==> config.mk <==
export PLATFORM = sky130hd
export DESIGN_NAME = adc_backend
export DESIGN_NICKNAME = d
export VERILOG_FILES = /design/src/logic/adc_backend_pkg.sv /design/src/logic/adc_backend.sv /design/src/logic/serial_control_port.sv
export VERILOG_INCLUDE_DIRS = /design/src /design/src/logic
export SDC_FILE = /design/constraint.sdc
export NUM_CORES = 2
export LEC_CHECK = 0
export BUFFER_PORTS_ARGS = -buffer_cell sky130_fd_sc_hd__buf_2
export CAP_MARGIN = 20
export CORE_ASPECT_RATIO = 0.5
export CORE_MARGIN = 1
export CORE_UTILIZATION = 68
export DETAILED_ROUTE_END_ITERATION = 16
export GPL_TIMING_DRIVEN = 0
export PLACE_DENSITY_LB_ADDON = 0.2
export RECOVER_POWER = 100
export SETUP_SLACK_MARGIN = 0.5
export SKIP_CTS_REPAIR_TIMING = 1
export SLEW_MARGIN = 20
export SYNTH_ARGS = -nofsm -noshare
export SYNTH_HDL_FRONTEND = slang
export SYNTH_SLANG_ARGS = --single-unit
==> constraint.sdc <==
create_clock -name clock -period 10.3 [get_ports clock]
set_clock_uncertainty 0.15 [all_clocks]
set_input_delay 1.545 -clock clock [delete_from_list [all_inputs] [get_ports clock]]
set_output_delay 1.545 -clock clock [all_outputs]
set_load 0.01 [all_outputs]
==> src/logic/adc_backend_params.svh <==
// Offsets, field positions, reset values and counts for the converter back end.
// Assumes a 7-bit register address carried by the serial control port.
// Overview of operation
// (RULE1) Each converter sample is captured on the rising clock edge while later stages keep working.
// (RULE2) The overrange flag rises as soon as a sample magnitude exceeds the upper threshold.
// (RULE3) The flag falls only after the magnitude stays below the lower threshold longer than the dwell.
// (RULE4) The dwell timer restarts whenever a magnitude climbs back to the lower threshold or above.
// (RULE5) During calibration every sample magnitude is summed over a fixed count into an average.
// (RULE6) At the end of each count the average is compared and coefficients update only if greater.
// (RULE7) Threshold gating of calibration updates is on after reset.
// (RULE8) Each 16-bit threshold is written one byte per transfer and assembled by the device.
// (RULE9) The calibration threshold spans 0 to 0x4000, where 0x4000 is full-scale average magnitude.
// (RULE10) A 4-bit test-mode field at output_test_pattern_select selects the pattern, 0000 passing normal samples.
// (RULE11) Codes 0001, 0010, 0011 give midscale, positive full scale and negative full scale.
// (RULE12) Codes 0100, 0111, 1111 give checkerboard, ones/zeros toggle and a ramp, never reformatted.
// (RULE13) Code 1000 outputs the user words held at 0x019 through 0x020, reformatted.
// (RULE14) Code 0101 outputs a long pseudo-random sequence; PN, constant and user words are reformatted.
// (RULE15) A nonzero test mode replaces the samples at the framing input without lane changes; codes 0110 and 1001 to 1110 pass the captured samples.
`ifndef ADC_BACKEND_PARAMS_SVH
`define ADC_BACKEND_PARAMS_SVH

`define OFS_FORMAT        7'h14
`define OFS_TEST_MODE     7'h0d
`define OFS_USER_FIRST    7'h19
`define OFS_USER_LAST     7'h20
`define OFS_LOWER_LO      7'h45
`define OFS_LOWER_HI      7'h46
`define OFS_UPPER_LO      7'h47
`define OFS_UPPER_HI      7'h48
`define OFS_DWELL_LO      7'h49
`define OFS_DWELL_HI      7'h4a
`define OFS_CALTH_LO      7'h50
`define OFS_CALTH_HI      7'h51
`define OFS_CAL_CTRL      7'h52
`define OFS_STATUS        7'h53
`define BANK_LAST         7'h53

`define BIT_OFFSET_BINARY 0
`define BIT_GATE_ENABLE   0
`define BIT_CAL_RUN       1
`define RST_CAL_CTRL      8'h03
`define RST_CAL_THRESHOLD 16'h0000
`define RST_UPPER         16'h4000
`define RST_LOWER         16'h2000
`define RST_DWELL         16'h0010
`define CAL_THRESHOLD_MAX 16'h4000

`define CAL_LOG2_COUNT    10
`define CAL_SAMPLE_COUNT  11'h400
`define SPI_FRAME_BITS    5'h18
`define SPI_INSTR_BITS    5'h10

`define MODE_OFF          4'h0
`define MODE_MIDSCALE     4'h1
`define MODE_POS_FULL     4'h2
`define MODE_NEG_FULL     4'h3
`define MODE_CHECKER      4'h4
`define MODE_PN_LONG      4'h5
`define MODE_WORD_TOGGLE  4'h7
`define MODE_USER         4'h8
`define MODE_RAMP         4'hf

`define WORD_MIDSCALE     12'h000
`define WORD_POS_FULL     12'h7ff
`define WORD_NEG_FULL     12'h800
`define WORD_CHECKER_A    12'haaa
`define WORD_CHECKER_B    12'h555
`define WORD_ONES         12'hfff
`define PN_SEED           23'h7fffff

`endif

==> src/logic/adc_backend_pkg.sv <==
// Types shared by the serial control port and the converter back end.
// Assumes the constants header is included by the files that need numbers.
`default_nettype none
package adc_backend_pkg;

  typedef struct packed {
    logic       write;
    logic [6:0] addr;
    logic [7:0] data;
  } regAccess_type;

  typedef enum logic [1:0] {IDLE, INSTRUCTION, DATA} spiState_type;

endpackage : adc_backend_pkg
`default_nettype wire

==> src/logic/adc_backend.sv <==
// Converter back end: register bank, overrange flag, calibration gate, test patterns.
// Assumes one 12-bit two's complement sample per clock from the pipeline corrector.
`timescale 1ns/1ns
`default_nettype none
`include "adc_backend_params.svh"

module adc_backend
(
  input  wire logic        clock,
  input  wire logic        rst,
  input  wire logic [11:0] sample,
  input  wire logic        sclk,
  input  wire logic        csN,
  input  wire logic        sdioIn,
  output logic             sdioOut,
  output logic             sdioOe,
  output logic             overrangeFlag,
  output logic             calCoeffUpdate,
  output logic [15:0]      calEstimate,
  output logic [11:0]      framerData
);
  import adc_backend_pkg::*;

  regAccess_type access;
  logic          accessStrobe;
  logic [7:0]    readData;
  logic [7:0]    regBank [0:`BANK_LAST];
  logic [15:0]   upperThreshold;
  logic [15:0]   lowerThreshold;
  logic [15:0]   dwellTime;
  logic [15:0]   calThreshold;
  logic [11:0]   capturedSample;
  logic [15:0]   dwellCount;
  logic [25:0]   calSum;
  logic [10:0]   calCount;
  logic [7:0]    updateCount;
  logic          toggle;
  logic [11:0]   ramp;
  logic [22:0]   pnState;
  logic [1:0]    userIndex;

  serial_control_port controlPort
  (
    .clock        (clock),
    .rst          (rst),
    .sclk         (sclk),
    .csN          (csN),
    .sdioIn       (sdioIn),
    .sdioOut      (sdioOut),
    .sdioOe       (sdioOe),
    .access       (access),
    .accessStrobe (accessStrobe),
    .readData     (readData)
  );

  // Magnitude scaled so that the negative full-scale code 0x800 reads 0x4000, shared by both detectors.
  function automatic logic [15:0] scaledMagnitude(input logic [11:0] value);
    logic [11:0] mag;
    mag = value[11] ? 12'(~value + 12'h001) : value;
    return {1'b0, mag, 3'b000};
  endfunction : scaledMagnitude

  // Bytes that are staged in the bank; a high threshold byte also loads the full value.
  function automatic logic isMapped(input logic [6:0] addr);
    return addr == `OFS_TEST_MODE || addr == `OFS_FORMAT || addr == `OFS_CAL_CTRL
        || (addr >= `OFS_USER_FIRST && addr <= `OFS_USER_LAST)
        || (addr >= `OFS_LOWER_LO && addr <= `OFS_DWELL_HI)
        || addr == `OFS_CALTH_LO || addr == `OFS_CALTH_HI;
  endfunction : isMapped

  wire         writeHit   = accessStrobe && access.write && isMapped(access.addr);
  wire [3:0]   testMode   = regBank[`OFS_TEST_MODE][3:0];
  wire         offsetBin  = regBank[`OFS_FORMAT][`BIT_OFFSET_BINARY];
  wire         gateEnable = regBank[`OFS_CAL_CTRL][`BIT_GATE_ENABLE];
  wire         calRun     = regBank[`OFS_CAL_CTRL][`BIT_CAL_RUN];
  wire [15:0]  magnitude  = scaledMagnitude(capturedSample);
  wire [15:0]  average    = 16'(({10'h000, magnitude} + calSum) >> `CAL_LOG2_COUNT);
  wire         calDone    = calRun && calCount == `CAL_SAMPLE_COUNT - 11'h001;
  wire [15:0]  newCalTh   = {access.data, regBank[`OFS_CALTH_LO]};
  wire [6:0]   userLo     = `OFS_USER_FIRST + {4'h0, userIndex, 1'b0};
  wire [11:0]  userWord   = {regBank[userLo + 7'h01][3:0], regBank[userLo]};
  wire         dwellDone  = dwellCount > dwellTime;

  // Unmapped or write-only addresses read as zero; status shows live block state.
  wire [7:0] statusByte = {updateCount[6:0], overrangeFlag};
  assign readData = (access.addr == `OFS_STATUS) ? statusByte
                  : (access.addr <= `BANK_LAST && isMapped(access.addr)) ? regBank[access.addr]
                  : 8'h00;

  always_ff @(posedge clock)
  begin
    if (rst)
    begin
      for (int i = 0; i <= `BANK_LAST; i++)
        regBank[i] <= 8'h00;
      regBank[`OFS_CAL_CTRL] <= `RST_CAL_CTRL; // RULE7
      regBank[`OFS_LOWER_LO] <= 8'(`RST_LOWER & 16'h00ff);
      regBank[`OFS_UPPER_LO] <= 8'(`RST_UPPER & 16'h00ff);
      regBank[`OFS_DWELL_LO] <= 8'(`RST_DWELL & 16'h00ff);
    end
    else if (writeHit)
      regBank[access.addr] <= access.data;
  end

  // Threshold values change only when the high byte lands, so no torn value is ever used.
  always_ff @(posedge clock)
  begin
    if (rst)
    begin
      lowerThreshold <= `RST_LOWER;
      upperThreshold <= `RST_UPPER;
      dwellTime      <= `RST_DWELL;
      calThreshold   <= `RST_CAL_THRESHOLD;
    end
    else if (writeHit)
    begin
      if (access.addr == `OFS_LOWER_HI)
        lowerThreshold <= {access.data, regBank[`OFS_LOWER_LO]}; // RULE8
      if (access.addr == `OFS_UPPER_HI)
        upperThreshold <= {access.data, regBank[`OFS_UPPER_LO]}; // RULE8
      if (access.addr == `OFS_DWELL_HI)
        dwellTime <= {access.data, regBank[`OFS_DWELL_LO]};
      if (access.addr == `OFS_CALTH_HI)
        calThreshold <= (newCalTh > `CAL_THRESHOLD_MAX) ? `CAL_THRESHOLD_MAX : newCalTh; // RULE9
    end
  end

  always_ff @(posedge clock)
  begin
    if (rst)
      capturedSample <= 12'h000;
    else
      capturedSample <= sample; // RULE1
  end

  always_ff @(posedge clock)
  begin
    if (rst)
    begin
      overrangeFlag <= 1'b0;
      dwellCount    <= 16'h0000;
    end
    else if (magnitude > upperThreshold)
    begin
      overrangeFlag <= 1'b1; // RULE2
      dwellCount    <= 16'h0000;
    end
    else if (magnitude >= lowerThreshold)
      dwellCount <= 16'h0000; // RULE4
    else if (overrangeFlag && dwellDone)
    begin
      overrangeFlag <= 1'b0; // RULE3
      dwellCount    <= 16'h0000;
    end
    else if (overrangeFlag)
      dwellCount <= dwellCount + 16'h0001; // RULE3
  end

  always_ff @(posedge clock)
  begin
    calCoeffUpdate <= 1'b0;
    if (rst || !calRun)
    begin
      calSum   <= 26'h0000000;
      calCount <= 11'h000;
      if (rst)
      begin
        calEstimate <= 16'h0000;
        updateCount <= 8'h00;
      end
    end
    else if (calDone)
    begin
      calEstimate <= average; // RULE5
      calSum      <= 26'h0000000;
      calCount    <= 11'h000;
      if (!gateEnable || average > calThreshold)
      begin
        calCoeffUpdate <= 1'b1; // RULE6
        updateCount    <= updateCount + 8'h01;
      end
    end
    else
    begin
      calSum   <= calSum + {10'h000, magnitude}; // RULE5
      calCount <= calCount + 11'h001;
    end
  end

  // PN23 generator: long enough that the receiver sees no repeat inside a capture.
  always_ff @(posedge clock)
  begin
    if (rst || testMode != `MODE_PN_LONG)
      pnState <= `PN_SEED;
    else
      pnState <= {pnState[21:0], pnState[22] ^ pnState[17]}; // RULE14
  end

  always_ff @(posedge clock)
  begin
    if (rst)
    begin
      toggle    <= 1'b0;
      ramp      <= 12'h000;
      userIndex <= 2'h0;
    end
    else
    begin
      toggle    <= ~toggle;
      ramp      <= ramp + 12'h001; // RULE12
      userIndex <= (testMode == `MODE_USER) ? userIndex + 2'h1 : 2'h0; // RULE13
    end
  end

  logic [11:0] patternWord;
  logic        formatted;
  always_comb
  begin
    formatted = 1'b1;
    case (testMode)
      `MODE_OFF:         patternWord = capturedSample; // RULE10
      `MODE_MIDSCALE:    patternWord = `WORD_MIDSCALE; // RULE11
      `MODE_POS_FULL:    patternWord = `WORD_POS_FULL; // RULE11
      `MODE_NEG_FULL:    patternWord = `WORD_NEG_FULL; // RULE11
      `MODE_PN_LONG:     patternWord = pnState[11:0]; // RULE14
      `MODE_USER:        patternWord = userWord; // RULE13
      `MODE_CHECKER:
      begin
        patternWord = toggle ? `WORD_CHECKER_B : `WORD_CHECKER_A; // RULE12
        formatted   = 1'b0;
      end
      `MODE_WORD_TOGGLE:
      begin
        patternWord = toggle ? `WORD_MIDSCALE : `WORD_ONES; // RULE12
        formatted   = 1'b0;
      end
      `MODE_RAMP:
      begin
        patternWord = ramp; // RULE12
        formatted   = 1'b0;
      end
      default:           patternWord = capturedSample;
    endcase
  end

  // Offset binary flips only the sign bit, so the raw patterns stay exactly as listed.
  always_ff @(posedge clock)
  begin
    if (rst)
      framerData <= 12'h000;
    else
      framerData <= {patternWord[11] ^ (formatted & offsetBin), patternWord[10:0]}; // RULE15
  end

endmodule : adc_backend
`default_nettype wire

==> src/logic/serial_control_port.sv <==
// Serial control port: 16-bit instruction (read flag, address) then one data byte.
// Assumes sclk, csN and sdio are synchronous to clock and much slower than it.
`timescale 1ns/1ns
`default_nettype none
`include "adc_backend_params.svh"

module serial_control_port
(
  input  wire logic                          clock,
  input  wire logic                          rst,
  input  wire logic                          sclk,
  input  wire logic                          csN,
  input  wire logic                          sdioIn,
  output logic                               sdioOut,
  output logic                               sdioOe,
  output adc_backend_pkg::regAccess_type     access,
  output logic                               accessStrobe,
  input  wire logic [7:0]                    readData
);
  import adc_backend_pkg::*;

  spiState_type state;
  logic         sclkLast;
  logic [4:0]   bitCount;
  logic [15:0]  shiftIn;
  logic [7:0]   shiftOut;
  logic         readCycle;
  logic [6:0]   addr;

  wire sclkRise = sclk & ~sclkLast;
  wire sclkFall = ~sclk & sclkLast;
  wire [15:0] nextShift = {shiftIn[14:0], sdioIn};
  wire [4:0]  nextCount = bitCount + 5'h01;

  // Only one byte per frame; extra clocks before deselect are ignored.
  always_ff @(posedge clock)
  begin
    sclkLast     <= sclk;
    accessStrobe <= 1'b0;
    if (rst || csN)
    begin
      state    <= IDLE;
      bitCount <= 5'h00;
      sdioOe   <= 1'b0;
      sdioOut  <= 1'b0;
      if (rst)
      begin
        shiftIn   <= 16'h0000;
        shiftOut  <= 8'h00;
        readCycle <= 1'b0;
        addr      <= 7'h00;
        access    <= '0;
      end
    end
    else
    begin
      if (state == IDLE)
        state <= INSTRUCTION;
      if (sclkRise && bitCount < `SPI_FRAME_BITS)
      begin
        shiftIn  <= nextShift;
        bitCount <= nextCount;
        if (nextCount == `SPI_INSTR_BITS)
        begin
          state     <= DATA;
          readCycle <= nextShift[15];
          addr      <= nextShift[6:0];
        end
        if (nextCount == `SPI_FRAME_BITS && !readCycle)
        begin
          access       <= '{write: 1'b1, addr: addr, data: nextShift[7:0]}; // RULE8
          accessStrobe <= 1'b1;
        end
      end
      if (state == DATA && readCycle && sclkFall)
      begin
        if (bitCount == `SPI_INSTR_BITS && !sdioOe)
        begin
          sdioOut  <= readData[7];
          shiftOut <= {readData[6:0], 1'b0};
          sdioOe   <= 1'b1;
        end
        else if (bitCount < `SPI_FRAME_BITS)
        begin
          sdioOut  <= shiftOut[7];
          shiftOut <= {shiftOut[6:0], 1'b0};
        end
        else
          sdioOe <= 1'b0;
      end
      if (state == DATA && readCycle)
        access <= '{write: 1'b0, addr: addr, data: 8'h00};
    end
  end

endmodule : serial_control_port
`default_nettype wire

Yosys cells after proc, flatten, opt, wreduce, memory -nomap -nowiden --
Memories as Yosys holds them, arrays and structs flattened. A register that Yosys moved wholly into a read port is not among the register bits. Index checks and enable logic that the tools add are counted.
Cells by class: $add $sub $neg 10, order comparisons 11, equality and inequality tests 27, multiplexer cells 58, bitwise gates (word level) 16, reductions and logical operators 57
Operator list (count):
- $mux 16 | 8
- $mux 8 | 15
- $pmux 12 s8 | 1
- $eq 7x7->1 const B | 7
- $mux 7 | 6
- $mux 12 | 3
- $gt 16x16->1 | 2
- $mux 15 | 2
- $add 26x15->26 | 1
- $add 12x1->12 const B | 2
- $mux 1 | 20
- $reduce_and 2->1 | 9
- $add 16x1->16 const B | 1
- $ge 15x16->1 | 1
- $gt 15x16->1 | 1
- $gt 16x15->1 const B | 1
- $eq 5x5->1 const B | 3
- $le 7x7->1 const B | 2
- $reduce_bool 2->1 | 7
- $eq 4x3->1 const B | 3
- $logic_and 1x1->1 | 12
- $not 12->12 | 1
- $reduce_and 3->1 | 4
- $add 11x1->11 const B | 1
- other kinds (31) | 66
Word-level totals: register bits after elaboration 263, memory bits (writable) 672, input bits 17, output and inout port bits 32, word-level logic and storage cells 210, memories 1
Memories:
- regBank | depth 84, width 8, rd ports 10, clocked after memory_dff 4, write ports 84, line adc_backend.sv:27 | logic [7:0] regBank [0:`BANK_LAST];

Logic depth before layout (Yosys ltp) --
word-level depth 13, mapped depth 23, depth with buffers taken out 23

Hierarchy --
From an unflattened synthesis, not the netlist that was laid out.
Second synthesis, totals: cell total of the unflattened synthesis 2872, area, all modules 42462.0 µm²
Modules (own cells, without submodules):
- adc_backend | instances 1, cells each 2711, area an instance 40161.0 µm², sequential area each 26355.3 µm²
- serial_control_port | instances 1, cells each 161, area an instance 2301.0 µm², sequential area each 1601.5 µm²

Least setup slack after synthesis --
Ideal clock, no wire load.
path kind reg-to-reg, start point register capturedSample[4], end point register updateCount[0], enable pin, setup time 319 ps, arrival 4283 ps, required time 9831 ps, path slack 5549 ps, cell stages (with the launch flop) 20, path buffers 0, clock period less this slack 4751 ps, path through dfxtp_1 or4_1 or4_1 nor4b_1 ha_1 nand2_1 nor3_1 a21oi_1 o311ai_0 a311oi_1 inv_1 ha_1 a21o_1 a21o_1 a21o_1 a21o_1 a21oi_1 o21ai_0 nand2_1 nand3_1
On the way: cells in the longest elaborated chain, start to end 8
RTL lines:
- from (decl) | line adc_backend.sv:32 | logic [11:0] capturedSample;
- from (signal assigned) | line adc_backend.sv:133 | capturedSample <= sample;
- $not 12->12 | line adc_backend.sv:59 | mag = value[11] ? 12'(~value + 12'h001) : value;
- $add 12x1->12 | line adc_backend.sv:59
- $mux 12 (*) | line adc_backend.sv:59
- $add 26x15->26 (*) | line adc_backend.sv:77 | wire [15:0] average = 16'(({10'h000, magnitude} + calSum) >> `CAL_LOG2_COUNT);
- named net average[9] | line adc_backend.sv:77
- $gt 16x16->1 (*) | line adc_backend.sv:177 | if (!gateEnable || average > calThreshold)
- $logic_or 1x1->1 (*) | line adc_backend.sv:177
- $reduce_bool 2->1 (no line) (*)
- $reduce_and 3->1 (no line) (*)
- to (signal assigned) | line adc_backend.sv:180 | updateCount <= updateCount + 8'h01;
- to (decl) | line adc_backend.sv:36 | logic [7:0] updateCount;
Mark *: on every way through the listed nets, which the timed path passes. The rest lies on a longest branch. A chain may end at the register's enable or synchronous reset.

Final worst setup path --
start point register capturedSample[0], end point register updateCount[3], enable pin
Same word-level chain as after synthesis.

==> reports/results.tsv <==
metric	value	unit
clock-sinks	1289	
fin_crit	6.32	ns
seq_area	0.0367	mm²
grt_overflow_total	0	
final_common_cell	edfxtp_1	
required	10.47	ns
end_kind	register	
grt_use_total	0.381	
ant_nets	0	
synth_ff_type	edfxtp_1	
place_area	0.0588	mm²
startpoint_type	register	
hold_depth	1	
most-common-layout-cells	1,093 x edfxtp_1, 872 x conb_1, 270 x mux4_2	
gr-usage-met3	0.147	
grt_pass1_vias	33100	
num-fill-cells	4203	
io_pins	49	
clk_latency	0.72	ns
violations	max-capacitance violations, max-slew violations	
cts_buffer_depth	3	
synth_edf_count	1093	
cp.arrival	6.49	ns
hold_slack	0.259	ns
min_period_over_period	0.613	
drive_gt1_frac	0.122	
clk_pin_slew	0.07	ns
grt.busiest_layer	met2	
finalInstanceArea	0.0620	mm²
yosysUniqueCellTypes	80	
setup_viol	0	
drt_iter0_markers	5384	
clock-root-buffer	clkbuf_16	
worst-path-max-fanout	7	
place.gp.congestion	1.01	
viasPerCell	6.21	
die_w	399	µm
grtUsageMet2	0.570	
area.growth.synth_to_final	15.6	%
hold_path_class	register to register	
hold_violations	0	
die_area	0.0801	mm²
met1_usage	0.508	
io_buffers	48	
max_slew_margin	-0.458	
grt_start_max_net_pins	33	
nets	4429	
tightestPinTransition	2.16	ns
start_util	0.691	
synth_seq_area_share	0.685	
async_flop_share	0	
vias	33900	
ys_ff_latch	1289	
core_region_area	0.0777	mm²
max_freq	158	MHz
core.rowCount	72	
synth_cells	3285	
cts_tree	yes	
synthesis.area	0.0537	mm²
drt-pass1-iter-count	10	
die_h	201	µm
p_total	11.6	mW
powerDensity	187	mW/mm²
grt_pass1_wl	215000	µm
p_leak	22.9	nW
route.detailed.drc	0	
drt-total-wl	151000	µm
wl_per_cell	27.6	µm
drv_cap	9	
dp_hpwl	103000	µm
status	finished, violations left	
cts_max_level	3	
multi_input_area	0.0186	mm²
tns	0	ns
path_class	register to register	
drv_slew	101	
cts_buffers	104	
syn_area_per_cell	16.3	µm²
reg2reg_depth	22	
rsz0062_at_grt	no	
grt_antenna_before_repair	14	
vdd_drop_max	129	µV
ys_warn_count	0	
==> worst max-delay path, cell delays in order, from the launching register on <==
cell and delay, ns:
dfxtp_1 0.54, inv_1 0.08, ha_1 0.30, nand2_1 0.05
o21ai_0 0.30, ha_1 0.41, a21o_1 0.16, a21o_1 0.20
a2111oi_0 0.83, nor4_1 0.20, nor3_1 0.67, nor3_1 0.14
xnor2_1 0.31, inv_1 0.08, ha_1 0.18, a21o_1 0.15
a21o_1 0.16, a21o_1 0.18, a21o_1 0.18, a21oi_1 0.13
o21ai_0 0.12, nand2_1 0.10, nand3_1 0.31
==> path summary, 6_finish.rpt <==
path,start,to,slack [ns]
worst max-delay path,capturedSample[0],updateCount[3],3.98
worst min-delay path,pnState[18],pnState[19],0.26
worst min register to register,pnState[18],pnState[19],0.26
worst max register to register,capturedSample[0],updateCount[3],3.98
==> area by class of cell <==
type                            count  area share
Antenna cell                        5    0.000202
Buffer                            242      0.0189
Clock buffer                      130      0.0467
Clock inverter                     62      0.0101
Inverter                          103     0.00623
Multi-Input combinational cell   2522       0.300
Sequential cell                  1289       0.593
Tap cell                         1036      0.0209
Timing Repair Buffer               69     0.00484
==> layer usage <==
layer  wire length (µm)  vias up
li1                   -    13900
met4               7900       10
met3              24500      563
met1              51500    16700
met5                 90        -
met2              66500     2731
==> sequential cells by signal (all words and copies together), names as in the netlist, 7 cells and up, named ones only <==
register and flops:
lowerThreshold 16, ramp 12, pnState 23, controlPort.shiftIn 15, framerData 12, regBank 1024
dwellTime 16, updateCount 7, calSum 23, calEstimate 16, controlPort.access 16, calThreshold 16
controlPort.addr 7, capturedSample 12, controlPort.shiftOut 7, upperThreshold 16, calCount 11, dwellCount 16
==> synthesized netlist by cell type (33+ instances only) <==
master | n | share of area
ha_1 | 80 | 0.019
mux4_2 | 270 | 0.11
nand3_1 | 52 | 0.0049
dfxtp_1 | 196 | 0.073
and2_1 | 164 | 0.019
nand2b_1 | 38 | 0.0044
nor2_1 | 164 | 0.011
a21oi_1 | 79 | 0.0074
edfxtp_1 | 1093 | 0.61
clkbuf_1 | 159 | 0.011
and3_1 | 42 | 0.0049
buf_4 | 33 | 0.0046
mux2i_1 | 97 | 0.018
inv_1 | 101 | 0.0071
nor3_1 | 38 | 0.0035
nand2_1 | 133 | 0.0093
o21ai_0 | 73 | 0.0068
==> power breakdown <==
group          total [mW]  switching (mW)  internal [mW]
logic                1.24           0.804          0.436
clock network        4.20            1.90           2.30
registers            6.16           0.138           6.02
total                11.6            2.84           8.76
==> kinds of logic after synthesis <==
group	synth area share
and+or+nand+nor	0.0731
buffers and inverters	0.0293
DFF	0.685
xor gates and xnor gates	0.00996
adders and majority gates	0.0190
muxes	0.135
other	0.0000699
AOI/OAI and AO/OA	0.0489
==> through the flow <==
step | utilization | setup slack, ns | instances
final | 0.799 | 3.98 | 5458
after global routing | 0.798 | 3.55 | 5453
after CTS | 0.803 | 4.04 | 5452
after detailed placement | 0.757 | 4.08 | 5260
after global placement | 0.753 | 4.30 | 5240
after floorplan | - | 5.55 | 4156
Note: power is estimated with default switching activity, not from simulation.
